### config.mk
export PLATFORM = sky130hd
export DESIGN_NAME = pfw_top
export DESIGN_NICKNAME = d
export VERILOG_FILES = /design/src/verilog/pfw_pkg.sv /design/src/verilog/pfw_pulse_if.sv /design/src/verilog/pfw_pulse_timer.sv /design/src/verilog/pfw_top.sv
export SDC_FILE = /design/constraint.sdc
export NUM_CORES = 1
export LEC_CHECK = 0
export BUFFER_PORTS_ARGS = -buffer_cell sky130_fd_sc_hd__buf_2
export CAP_MARGIN = 15
export CORE_ASPECT_RATIO = 1.75
export CORE_UTILIZATION = 35
export CTS_BUF_LIST = sky130_fd_sc_hd__clkbuf_4 sky130_fd_sc_hd__clkbuf_8
export DETAILED_ROUTE_END_ITERATION = 16
export PLACE_DENSITY = 0.56
export REMOVE_ABC_BUFFERS = 1
export SLEW_MARGIN = 10
export SYNTH_ARGS = -nofsm -noshare
export SYNTH_HDL_FRONTEND = slang
export SYNTH_SLANG_ARGS = --single-unit
### constraint.sdc
create_clock -name aclk -period 4.6 [get_ports aclk]
set_input_delay 0.23 -clock aclk [delete_from_list [all_inputs] [get_ports aclk]]
set_output_delay 0.23 -clock aclk [all_outputs]
set_load 0.02 [all_outputs]
### src/verilog/pfw_pkg.sv
// Purpose: constants for the pin function and wake signal block
// Assumes: aclk at 125 MHz, flag bytes arrive once from the loader
// Notes: register map, flag fields and pulse timing
// Function
// - bit 7 picks second indicator role
// - role ignored unless pin 2 indicator
// - bits 6:2 pick indicator per pin
// - bit 1 widens power switch states
// - bit 0 sets power switch polarity
// - wake enable asserts wake on events
// - disabled wake ignores other wake bits
// - bit 6 picks level or pulse
// - bit 5 picks 1.5 or 150 ms
// - bit 4 sets wake level or pulse direction
// - bit 3 picks single-sided or push-pull
// - single-sided is drain or source by polarity
// - bit 2 picks network or link-up source
// - bits 1,0 enable magic and address wake
package pfw_pkg;
   localparam real         CLK_MHZ        = 125.0;
   localparam real         WAKE_SHORT_MS  = 1.5;
   localparam real         WAKE_LONG_MS   = 150.0;
   localparam int unsigned WAKE_SHORT_CYC = int'(WAKE_SHORT_MS * 1000.0 * CLK_MHZ);
   localparam int unsigned WAKE_LONG_CYC  = int'(WAKE_LONG_MS * 1000.0 * CLK_MHZ);
   localparam int          CNT_W          = 25;

   // first flag byte
   localparam int C1_ROLE   = 7;
   localparam int C1_IND_LO = 2;
   localparam int IND_W     = 5;
   localparam int PIN2      = 2;
   localparam int C1_SWSEL  = 1;
   localparam int C1_SWPOL  = 0;
   // wake flag byte
   localparam int WK_EN     = 7;
   localparam int WK_FORM   = 6;
   localparam int WK_LEN    = 5;
   localparam int WK_POL    = 4;
   localparam int WK_DRV    = 3;
   localparam int WK_CLASS  = 2;
   localparam int WK_MAGIC  = 1;
   localparam int WK_DA     = 0;
   localparam logic [7:0] CFG1_RST = 8'h00;
   localparam logic [7:0] WAKE_RST = 8'h00;

   // register map
   localparam int         ADDR_W     = 4;
   localparam logic [3:0] A_FLAGS    = 4'h0;
   localparam logic [3:0] A_STATUS   = 4'h4;
   localparam logic [3:0] A_MASK     = 4'h8;
   localparam logic [3:0] A_STATE    = 4'hC;
   localparam int         ST_W       = 4;
   localparam int         ST_PIN     = 0;
   localparam int         ST_MAGIC   = 1;
   localparam int         ST_DA      = 2;
   localparam int         ST_LINK    = 3;
   localparam logic [1:0] RESP_OKAY  = 2'h0;
   localparam logic [1:0] RESP_SLVER = 2'h2;

   typedef enum logic {
      PS_IDLE = 1'b0,
      PS_BUSY = 1'b1
   } pfw_pulse_e;
endpackage : pfw_pkg

### src/verilog/pfw_pulse_if.sv
// Purpose: link between wake control and pulse timer
// Assumes: both ends on aclk
// Notes: start is a one-cycle request
`timescale 1ns/1ps
interface pfw_pulse_if;
   logic start;
   logic long_sel;
   logic busy;
   modport ctrl  (output start, output long_sel, input busy);
   modport timer (input start, input long_sel, output busy);
endinterface : pfw_pulse_if

### src/verilog/pfw_pulse_timer.sv
// Purpose: timed wake pulse of short or long length
// Assumes: start only taken while idle
// Notes: busy stands exactly the chosen count of cycles
`timescale 1ns/1ps
module pfw_pulse_timer #(
   parameter int unsigned SHORT_CYC = pfw_pkg::WAKE_SHORT_CYC,
   parameter int unsigned LONG_CYC  = pfw_pkg::WAKE_LONG_CYC
) (
   input wire logic aclk,
   input wire logic aresetn,
   pfw_pulse_if.timer pif
);
   import pfw_pkg::*;

   pfw_pulse_e               state_ff;
   pfw_pulse_e               nxt_state;
   logic       [CNT_W-1:0]   cnt_ff;
   logic       [CNT_W-1:0]   nxt_cnt;
   wire        [CNT_W-1:0]   load_val = pif.long_sel ? CNT_W'(LONG_CYC - 1)
                                                     : CNT_W'(SHORT_CYC - 1);

   always_comb begin
      nxt_state = state_ff;
      nxt_cnt   = cnt_ff;
      case (state_ff)
         PS_IDLE: begin
            if (pif.start) begin
               nxt_state = PS_BUSY;
               nxt_cnt   = load_val;
            end
         end
         PS_BUSY: begin
            if (cnt_ff == '0) begin
               nxt_state = PS_IDLE;
            end else begin
               nxt_cnt = cnt_ff - 1'b1;
            end
         end
         default: nxt_state = PS_IDLE;
      endcase
   end

   always_ff @(posedge aclk) begin
      if (!aresetn) begin
         state_ff <= PS_IDLE;
         cnt_ff   <= '0;
      end else begin
         state_ff <= nxt_state;
         cnt_ff   <= nxt_cnt;
      end
   end

   assign pif.busy = (state_ff == PS_BUSY);
endmodule : pfw_pulse_timer

### src/verilog/pfw_top.sv
// Purpose: pin function select, power switch pin and wake output
// Assumes: flag bytes from the loader on aclk, one wake pin async
// Notes: AXI4-Lite registers, status write-one-to-clear
`timescale 1ns/1ps
module pfw_top #(
   parameter int unsigned SHORT_CYC = pfw_pkg::WAKE_SHORT_CYC,
   parameter int unsigned LONG_CYC  = pfw_pkg::WAKE_LONG_CYC
) (
   input  wire logic                      aclk,
   input  wire logic                      aresetn,
   // axi4-lite slave
   input  wire logic [pfw_pkg::ADDR_W-1:0] awaddr,
   input  wire logic                      awvalid,
   output logic                           awready,
   input  wire logic [31:0]               wdata,
   input  wire logic [3:0]                wstrb,
   input  wire logic                      wvalid,
   output logic                           wready,
   output logic [1:0]                     bresp,
   output logic                           bvalid,
   input  wire logic                      bready,
   input  wire logic [pfw_pkg::ADDR_W-1:0] araddr,
   input  wire logic                      arvalid,
   output logic                           arready,
   output logic [31:0]                    rdata,
   output logic [1:0]                     rresp,
   output logic                           rvalid,
   input  wire logic                      rready,
   // flag bytes from the serial memory loader
   input  wire logic                      flags_valid,
   input  wire logic [7:0]                cfg1_in,
   input  wire logic [7:0]                wake_flags_in,
   // power states and wake sources
   input  wire logic                      light_suspend_state,
   input  wire logic                      deep_suspend_state,
   input  wire logic                      cable_detached,
   input  wire logic                      wake_pin_in,
   input  wire logic                      magic_pkt_evt,
   input  wire logic                      da_match_evt,
   input  wire logic                      link_up_evt,
   // pins
   output logic [pfw_pkg::IND_W-1:0]      pin_indicator_select,
   output logic                           second_indicator_role,
   output logic                           power_switch_control_pin,
   output logic                           wake_output_pin_o,
   output logic                           wake_output_pin_oe,
   output logic                           irq
);
   import pfw_pkg::*;

   pfw_pulse_if pif ();

   pfw_pulse_timer #(
      .SHORT_CYC (SHORT_CYC),
      .LONG_CYC  (LONG_CYC)
   ) u_timer (
      .aclk    (aclk),
      .aresetn (aresetn),
      .pif     (pif)
   );

   // flag bytes, latched once
   logic [7:0]      cfg1_ff;
   logic [7:0]      wk_ff;
   logic            loaded_ff;

   always_ff @(posedge aclk) begin
      if (!aresetn) begin
         cfg1_ff   <= CFG1_RST;
         wk_ff     <= WAKE_RST;
         loaded_ff <= 1'b0;
      end else if (!loaded_ff && flags_valid) begin
         cfg1_ff   <= cfg1_in;
         wk_ff     <= wake_flags_in;
         loaded_ff <= 1'b1;
      end
   end

   // flag decode
   wire wk_en    = wk_ff[WK_EN];
   wire wk_form  = wk_ff[WK_FORM];
   wire wk_pol   = wk_ff[WK_POL];
   wire wk_drv   = wk_ff[WK_DRV];
   wire wk_class = wk_ff[WK_CLASS];

   // indicator and power switch pins
   // per-pin indicator select
   wire [IND_W-1:0] nxt_ind = cfg1_ff[C1_IND_LO +: IND_W];
   // role forced off unless pin 2 lit
   wire nxt_role = cfg1_ff[C1_ROLE] & nxt_ind[PIN2];
   wire sw_asrt  = deep_suspend_state |
                   (cfg1_ff[C1_SWSEL] & (light_suspend_state | cable_detached));
   wire nxt_sw   = cfg1_ff[C1_SWPOL] ? sw_asrt : ~sw_asrt;

   // wake pin synchroniser
   logic wp_s1_ff;
   logic wp_s2_ff;
   logic wp_s3_ff;
   always_ff @(posedge aclk) begin
      if (!aresetn) begin
         wp_s1_ff <= 1'b0;
         wp_s2_ff <= 1'b0;
         wp_s3_ff <= 1'b0;
      end else begin
         wp_s1_ff <= wake_pin_in;
         wp_s2_ff <= wp_s1_ff;
         wp_s3_ff <= wp_s2_ff;
      end
   end
   wire pin_evt = wp_s2_ff & ~wp_s3_ff;

   wire [ST_W-1:0] qual;
   assign qual[ST_PIN]   = wk_en & pin_evt;
   assign qual[ST_MAGIC] = wk_en & ~wk_class & wk_ff[WK_MAGIC] & magic_pkt_evt;
   assign qual[ST_DA]    = wk_en & ~wk_class & wk_ff[WK_DA] & da_match_evt;
   assign qual[ST_LINK]  = wk_en & wk_class & link_up_evt;
   wire any_qual = |qual;

   // status, mask
   logic [ST_W-1:0] status_ff;
   logic [ST_W-1:0] mask_ff;
   logic [ST_W-1:0] st_clr;
   logic [ST_W-1:0] mask_wr;
   logic            mask_we;
   // set wins over clear
   wire  [ST_W-1:0] nxt_status = (status_ff & ~st_clr) | qual;

   always_ff @(posedge aclk) begin
      if (!aresetn) begin
         status_ff <= '0;
         mask_ff   <= '0;
      end else begin
         status_ff <= nxt_status;
         if (mask_we) begin
            mask_ff <= mask_wr;
         end
      end
   end

   // one pulse per event, merged while busy
   logic start_ff;
   always_ff @(posedge aclk) begin
      if (!aresetn) begin
         start_ff <= 1'b0;
      end else begin
         start_ff <= wk_form & any_qual & ~pif.busy & ~start_ff;
      end
   end
   assign pif.start    = start_ff;
   assign pif.long_sel = wk_ff[WK_LEN];

   wire act = wk_en & (wk_form ? pif.busy : (|status_ff));
   wire nxt_wo  = wk_en & (wk_drv ? (act ~^ wk_pol) : wk_pol);
   wire nxt_woe = wk_en & (wk_drv | act);

   logic act_ff;
   always_ff @(posedge aclk) begin
      if (!aresetn) begin
         pin_indicator_select     <= '0;
         second_indicator_role    <= 1'b0;
         power_switch_control_pin <= 1'b0;
         wake_output_pin_o        <= 1'b0;
         wake_output_pin_oe       <= 1'b0;
         act_ff                   <= 1'b0;
         irq                      <= 1'b0;
      end else begin
         pin_indicator_select     <= nxt_ind;
         second_indicator_role    <= nxt_role;
         power_switch_control_pin <= nxt_sw;
         wake_output_pin_o        <= nxt_wo;
         wake_output_pin_oe       <= nxt_woe;
         act_ff                   <= act;
         irq                      <= |(status_ff & mask_ff);
      end
   end

   // axi4-lite write side
   logic [ADDR_W-1:0] aw_addr_ff;
   logic              aw_got_ff;
   logic [31:0]       w_data_ff;
   logic [3:0]        w_strb_ff;
   logic              w_got_ff;
   wire aw_take = awvalid & awready;
   wire w_take  = wvalid & wready;
   wire wr_do   = aw_got_ff & w_got_ff & ~bvalid;
   wire wr_st   = wr_do & (aw_addr_ff == A_STATUS);
   wire wr_mk   = wr_do & (aw_addr_ff == A_MASK);
   wire wr_ok   = (aw_addr_ff == A_FLAGS) | (aw_addr_ff == A_STATUS) |
                  (aw_addr_ff == A_MASK)  | (aw_addr_ff == A_STATE);
   assign st_clr  = (wr_st & w_strb_ff[0]) ? w_data_ff[ST_W-1:0] : '0;
   assign mask_we = wr_mk & w_strb_ff[0];
   assign mask_wr = w_data_ff[ST_W-1:0];

   always_ff @(posedge aclk) begin
      if (!aresetn) begin
         aw_got_ff  <= 1'b0;
         w_got_ff   <= 1'b0;
         aw_addr_ff <= '0;
         w_data_ff  <= '0;
         w_strb_ff  <= '0;
         awready    <= 1'b0;
         wready     <= 1'b0;
         bvalid     <= 1'b0;
         bresp      <= RESP_OKAY;
      end else begin
         awready <= ~aw_got_ff & ~aw_take & ~wr_do;
         wready  <= ~w_got_ff & ~w_take & ~wr_do;
         if (aw_take) begin
            aw_got_ff  <= 1'b1;
            aw_addr_ff <= awaddr;
         end else if (wr_do) begin
            aw_got_ff <= 1'b0;
         end
         if (w_take) begin
            w_got_ff  <= 1'b1;
            w_data_ff <= wdata;
            w_strb_ff <= wstrb;
         end else if (wr_do) begin
            w_got_ff <= 1'b0;
         end
         if (wr_do) begin
            bvalid <= 1'b1;
            bresp  <= wr_ok ? RESP_OKAY : RESP_SLVER;
         end else if (bready) begin
            bvalid <= 1'b0;
         end
      end
   end

   // axi4-lite read side
   logic [31:0] rd_mux;
   logic        rd_ok;
   always_comb begin
      rd_mux = '0;
      rd_ok  = 1'b1;
      case (araddr)
         A_FLAGS:  rd_mux = {15'h0000, loaded_ff, wk_ff, cfg1_ff};
         A_STATUS: rd_mux = {28'h0000000, status_ff};
         A_MASK:   rd_mux = {28'h0000000, mask_ff};
         A_STATE:  rd_mux = {27'h0000000, irq, power_switch_control_pin,
                             pif.busy, wake_output_pin_oe, wake_output_pin_o};
         default:  rd_ok  = 1'b0;
      endcase
   end
   wire ar_take = arvalid & arready;

   always_ff @(posedge aclk) begin
      if (!aresetn) begin
         arready <= 1'b0;
         rvalid  <= 1'b0;
         rdata   <= '0;
         rresp   <= RESP_OKAY;
      end else begin
         arready <= ~rvalid & ~ar_take;
         if (ar_take) begin
            rvalid <= 1'b1;
            rdata  <= rd_mux;
            rresp  <= rd_ok ? RESP_OKAY : RESP_SLVER;
         end else if (rready) begin
            rvalid <= 1'b0;
         end
      end
   end

   // busy run length helper
   logic [CNT_W-1:0] run_ff;
   always_ff @(posedge aclk) begin
      if (!aresetn) begin
         run_ff <= '0;
      end else begin
         run_ff <= pif.busy ? run_ff + 1'b1 : '0;
      end
   end
   wire [CNT_W-1:0] run_exp = pif.long_sel ? CNT_W'(LONG_CYC) : CNT_W'(SHORT_CYC);
endmodule : pfw_top

==> qor.txt, run 1 <==
Routed Antenna Nets -> 0
Pre-antenna DRT Iters -> 4
pre-CTS WS -> 2.10 ns
Final WS setup -> 2.04 ns
Leak -> 2.08 nW
RD Place Congestion -> 0.857
post-placement cell count -> 690
Req. time, crit path -> 4.87 ns
outcome -> finished clean
Final Power -> 1.63 mW
Internal Power -> 1.23 mW
Post-DP Area -> 0.00477 mm²
CTS Hold Bufs -> 0
Initial Util -> 36.1%
Vias -> 3689
die area -> 0.0129 mm²
Setup Viol. Count Final -> 0
hold endpoint -> wp_s1_ff
R2R setup slack -> 2.04 ns
final number of max-transition violations -> 0
Fill cells -> 1258
kind of critical path -> reg2reg
Total GRT Usage -> 18.3%
DP HPWL -> 8120 µm
I/O pin total -> 126
die width -> 86.3 µm
DRC -> 0
total core area -> 0.0121 mm²
FP Rows -> 53
largest net degree at the start of global routing -> 55
root buf cell -> clkbuf_8
Setup Fix Bufs, Post-CTS -> 0
final WL -> 11200 µm
RSZ-0062 raised after global routing -> false
Layout area overhead -> 14.5%
Finished Layout Cells -> 706
library cells used by synthesis -> 67
post-route clock skew -> 0.00885 ns
PwrDens -> 327 mW/mm²
Tightest Pin Transition -> 0.991 ns
number of synthesized register bits -> 100
setup TNS -> 0 ns
first-pass GRT wire length -> 18200 µm
Post-CTS Resized -> 0
synthesized area -> 0.00435 mm²
Crit-path slowest cell -> o31ai_2
drt via density -> 5.23
Num Clock Sinks -> 100
GRT overflow -> 0
crit path time final -> 2.56 ns
sequential fraction of the synthesis area -> 46.0%
Rel. slew slack -> 33.6%
Clk network pwr share -> 36.1%
routed len/inst -> 15.9 µm
H-tree depth -> 3
Worst-path clk slew -> 0.09 ns
Crit Path Max Fanout -> 7
layout cell share with drive strength beyond 1 -> 22.7%
CP startpoint kind -> register
Final nets -> 613
initial antenna violation count -> 0
RR Endpoint -> u_timer.cnt_ff[18]
maximum clock insertion buffer count -> 2
I/O Buffers -> 77
Hold Path Origin -> wake_pin_in
Antenna Cells -> 0
period utilization -> 55.6%
Max Cap Viol -> 0
Register Area -> 0.00200 mm²
Hold Path Class -> in2reg
CP cell instances -> inv_1, ha_1, nor4b_1, nand2_1, o31ai_2, nor4_1, o311a_1
post-synthesis cell count -> 476
Register-to-Register Path Depth -> 7
vias in the first global route -> 3615
fmax -> 391 MHz
Critical Path End Type -> register
Final Hold Vio Count -> 0
Die Span Y -> 150 µm
VDD IR max -> 0.202 mV
sw frac -> 24.7%
critical path arrival -> 2.83 ns
syn avg cell area -> 9.14 µm²
Gate power share -> 8.3%
Initial DRC Count -> 133
final instance area -> 0.00498 mm²
CTS Buf Count -> 9
CP peak stage delay -> 0.61 ns
prevailing post-synth register cell -> dfxtp_1
synthesis warning total -> 0
multi-input combinational cell area -> 0.00214 mm²
Post-synth ARST share -> 0%
EDFF count, synth -> 0
clk_lat worst skew -> 0.37 ns
switching power -> 0.403 mW
CTS tree -> built
Flop pwr share -> 55.6%
R2R Path Start -> u_timer.cnt_ff[0]
Worst Hold Path Cells -> 2
Yosys cell counts (3+ instances only):
library cell | count | share of area, %
nor4_1 | 9 | 1.3
or4_1 | 3 | 0.52
nand3_1 | 17 | 2.0
o22a_1 | 4 | 0.80
a211oi_1 | 4 | 0.69
o21a_1 | 6 | 1.0
or3_2 | 3 | 0.52
dfxtp_1 | 100 | 46
o41ai_1 | 3 | 0.60
and3b_1 | 3 | 0.60
inv_1 | 5 | 0.43
a22o_1 | 12 | 2.4
o31ai_1 | 3 | 0.52
nor2_1 | 31 | 2.7
and2_1 | 10 | 1.4
a31oi_1 | 7 | 1.0
o21ai_0 | 8 | 0.92
and3_1 | 6 | 0.86
a32o_1 | 4 | 0.92
nand2b_1 | 9 | 1.3
a21boi_0 | 5 | 0.86
nor2b_1 | 4 | 0.57
a21oi_1 | 40 | 4.6
nor3_1 | 11 | 1.3
or3_1 | 3 | 0.43
mux2i_1 | 8 | 1.8
clkbuf_1 | 24 | 2.1
buf_4 | 18 | 3.1
nand2_1 | 58 | 5.0
mux4_2 | 4 | 2.1
o2111ai_1 | 3 | 0.60
nor3b_1 | 3 | 0.52
final cells by class:
type / count / area share [%]
clock buffers: 13 / 3.34
clock inverters: 3 / 0.904
inverters: 6 / 0.452
multi-input cells: 340 / 43.0
flip-flops and latches: 100 / 40.2
well taps: 165 / 4.14
repair buffers: 79 / 8.03
worst max path at each step:
stage	start	end	slack, ns	cells after the start
2_1_floorplan	u_timer.cnt_ff[0]	u_timer.cnt_ff[20]	2.51	7
3_3_place_gp	u_timer.cnt_ff[20]	u_timer.cnt_ff[18]	2.12	5
3_5_place_dp	u_timer.cnt_ff[0]	u_timer.cnt_ff[18]	2.10	7
4_1_cts	u_timer.cnt_ff[0]	u_timer.cnt_ff[18]	2.08	7
5_1_grt	u_timer.cnt_ff[20]	u_timer.cnt_ff[18]	1.83	5
6_report	u_timer.cnt_ff[0]	u_timer.cnt_ff[18]	2.04	7
metrics by stage:
stage	hold slack (ns)	utilization, %
floorplan	0.346	-
global placement	0.417	39.6
detailed placement	0.431	39.6
CTS	0.0422	41.3
global route	0.0460	41.3
finish	0.0583	41.3
kinds of logic (layout without fill, tap and decap cells):
family,count (synthesis),in the layout,share of synthesized area (%)
xor+xnor,3,3,0.604
compound gates,116,116,19.0
buf+inv,52,101,6.38
mux,13,13,4.17
simple gates,189,189,23.2
fa+ha+maj,2,2,0.575
flops,100,100,46.0
other cells,1,17,0.0861
worst max-delay path, delay by kind of cell, from the launching register on:
family	cells	cell delay, ns
AO/OA/AOI/OAI	2	0.91
buffers and inverters	1	0.11
flip-flops	1	0.33
adder cells (fa/ha/maj)	1	0.16
AND/OR/NAND/NOR	3	0.94
sequential cells by signal (all words and copies together) (netlist names), 4 cells and up:
register	flops
aw_addr_ff	4
cfg1_ff	8
mask_ff	4
pin_indicator_select	5
rdata	17
status_ff	4
u_timer.cnt_ff	25
w_data_ff	4
wk_ff	8
placed cells by master (no fill, tap or decap), types with 5 or more instances in the layout:
cell / synthesis / routed
and2_1: 10 / 10
nand2_1: 58 / 58
conb_1: 1 / 17
inv_1: 5 / 5
o21a_1: 6 / 6
nor4_1: 9 / 9
nand2b_1: 9 / 9
a21boi_0: 5 / 5
a21oi_1: 40 / 39
nor3_1: 11 / 10
a22o_1: 12 / 12
mux2i_1: 8 / 8
nand3_1: 17 / 17
dfxtp_1: 100 / 100
and3_1: 6 / 6
o21ai_0: 8 / 8
a31oi_1: 7 / 7
buf_2: 0 / 77
nor2_1: 31 / 31
clkbuf_8: 0 / 11
routing by layer:
layer | share of wire [%] | global-route usage (%) | up-vias
met5 | 0 | 0 | -
met4 | 3.0 | 8.50 | 0
met3 | 3.4 | 3.97 | 25
met2 | 55 | 33.7 | 81
met1 | 39 | 19.6 | 1771
li1 | - | - | 1812
power groups by stage:
stage | Clock, mW | Sequential [mW] | Combinational, mW
2_1_floorplan | 0 | 0.930 | 0.0727
3_3_place_gp | 0 | 0.927 | 0.135
3_5_place_dp | 0 | 0.928 | 0.137
4_1_cts | 0.608 | 0.907 | 0.137
5_1_grt | 0.648 | 0.911 | 0.151
6_report | 0.589 | 0.907 | 0.136
Power figures use the tool's default switching activity.
==> inputs of run 2 (changes only) <==
- PLACE_DENSITY: 0.56 -> 0.58
- clock period: 4.6 -> 2.35 ns (I/O delays scaled with it)
==> run 2 against run 1 <==
Combinational power is 130% higher; critical endpoint unchanged; largest power group unchanged; clock power is 110% higher; sequential power is 95% higher; non-clock buffer count is 51 higher; register-to-register slack worse by 1.9 ns; final area is 9.9% higher; count of clock-buffer cells in the layout is 1 lower; total power is 100% higher; sequential share of layout area is 3.6 points lower; worst hold slack worse by 0.040 ns.
==> qor.txt, run 2 (same netlist as run 1, synthesis figures left out) <==
outcome -> finished clean
I/O Buffers -> 77 (unchanged)
maximum clock insertion buffer count -> 2 (unchanged)
post-route clock skew -> 0.0162 ns (+0.00733 ns)
most common cell after layout, fill and taps aside -> dfxtp_1
Worst-path clk slew -> 0.09 ns (about the same)
Vias -> 3835 (+4.0%)
I/O pin total -> 126 (unchanged)
Routed Antenna Nets -> 0 (unchanged)
routed len/inst -> 15.5 µm (-2.3%)
Initial Util -> 36.1% (unchanged)
layout cell share with drive strength beyond 1 -> 25.4% (+2.7 points)
fmax -> 456 MHz (+17%)
post-layout util -> 45.4% (+4.1 points)
Req. time, crit path -> 2.65 ns (-2.22 ns)
Antenna Cells -> 0 (unchanged)
period utilization -> 93.4% (+38 points)
multi-input combinational cell area -> 0.00218 mm² (+1.6%)
Register Area -> 0.00200 mm² (unchanged)
vias in the first global route -> 3962 (+9.6%)
crit path time final -> 2.19 ns (-0.365 ns)
FP Rows -> 53 (unchanged)
clk_lat worst skew -> 0.37 ns (about the same)
Hold Path Class -> in2reg
Final Hold Vio Count -> 0 (unchanged)
drt via density -> 5.08 (-2.8%)
Crit Path Max Fanout -> 7 (unchanged)
CP cell instances -> nor4_1, or2b_2, o31a_1, buf_4, o2bb2ai_1, o311a_1
CP peak stage delay -> 0.50 ns (-0.11 ns)
top flop regs -> u_timer.cnt_ff x25, rdata x17
final WL -> 11700 µm (+4.5%)
Tightest Pin Transition -> 0.739 ns (-0.251 ns)
Num Clock Sinks -> 100 (unchanged)
root buf cell -> clkbuf_8
Final nets -> 664 (+8.3%)
first-pass GRT wire length -> 19300 µm (+5.9%)
die width -> 86.3 µm (unchanged)
Rel. slew slack -> 50.7% (+17 points)
Crit-path slowest cell -> nor4_1
DP HPWL -> 8750 µm (+7.7%)
Leak -> 2.33 nW (+12%)
die area -> 0.0129 mm² (unchanged)
Fill cells -> 1226 (-2.5%)
Initial DRC Count -> 165 (+24%)
Die Span Y -> 150 µm (unchanged)
H-tree depth -> 3 (unchanged)
Setup Viol. Count Final -> 0 (unchanged)
CP startpoint kind -> register
CTS Buf Count -> 9 (unchanged)
kind of critical path -> reg2reg
Pre-antenna DRT Iters -> 4 (unchanged)
Finished Layout Cells -> 755 (+6.9%)
PwrDens -> 602 mW/mm² (+84%)
Max Cap Viol -> 0 (unchanged)
critical path's top delay family -> simple AND/OR/NAND/NOR gates
max reg flops -> 25 (unchanged)
most frequent cells in the layout -> dfxtp_1 (100), buf_2 (77), nand2_1 (58)
Final Power -> 3.30 mW (+100%)
register with the most flip-flops -> u_timer.cnt_ff
initial antenna violation count -> 0 (unchanged)
Total GRT Usage -> 19.3% (+0.94 points)
Layout area overhead -> 25.9%
setup TNS -> 0 ns (unchanged)
RD Place Congestion -> 0.886 (+3.3%)
total core area -> 0.0121 mm² (unchanged)
post-placement cell count -> 716 (+3.8%)
worst path bufs/invs -> 1 (unchanged)
Critical Path End Type -> register
R2R setup slack -> 0.16 ns (-1.88 ns)
final number of max-transition violations -> 0 (unchanged)
VDD IR max -> 0.412 mV (+100%)
GRT overflow -> 0 (unchanged)
largest net degree at the start of global routing -> 36 (-35%)
RSZ-0062 raised after global routing -> false
CTS tree -> built
DRC -> 0 (unchanged)
critical path arrival -> 2.50 ns (-0.33 ns)
## run 2: area by class of cell
| cell class | instances | area share [%] |
|---|---|---|
| clock buffer | 12 | 2.79 |
| clock inverter | 2 | 1.10 |
| inverter | 6 | 0.411 |
| multi-input combinational | 340 | 39.7 |
| sequential | 100 | 36.5 |
| tap | 165 | 3.77 |
| timing repair buffer | 130 | 15.7 |
## run 2: final timing paths
check	endpoint	start	cells past startpoint
max	u_timer.cnt_ff[18]	u_timer.cnt_ff[9]	6
min	wk_ff[5]	wake_flags_in[5]	3
max reg2reg	u_timer.cnt_ff[18]	u_timer.cnt_ff[9]	6
min reg2reg	wp_s2_ff	wp_s1_ff	1
## run 2: tightest hold or removal path: stages
cell,delay (ns)
buf_2,0.10
nand2_1,0.06
a21oi_1,0.05
## run 2: repair_timing
action | 4_1_cts | 5_1_grt
hold buffers | 25 | 0
setup endpoints to repair | 0 | 4
hold endpoints to repair | 25 | 0
resized for setup | 0 | 7
setup buffers | 0 | 0
## run 2: stage by stage
| stage | area (µm²) | hold WS (ns) | worst slack [ns] |
|---|---|---|---|
| floorplan | 4160 | 0.233 | 0.264 |
| global placement | 4980 | 0.328 | 0.132 |
| detailed placement | 4980 | 0.330 | 0.114 |
| CTS | 5440 | 0.00303 | 0.0749 |
| global route | 5480 | 0.0200 | 0.0228 |
| finish | 5480 | 0.0180 | 0.156 |
## run 2: routing by layer
metal | vias up | part of all wire (%) | track usage [%]
met3 | 28 | 3.7 | 4.58
met4 | 0 | 3.5 | 10.0
met5 | - | 0 | 0
met2 | 87 | 56 | 36.1
met1 | 1810 | 37 | 19.3
li1 | 1910 | - | -
## run 2: power by group
part	switching, mW	internal, mW
combinational	0.183	0.133
clock	0.563	0.643
sequential	0.0368	1.74
total	0.784	2.51
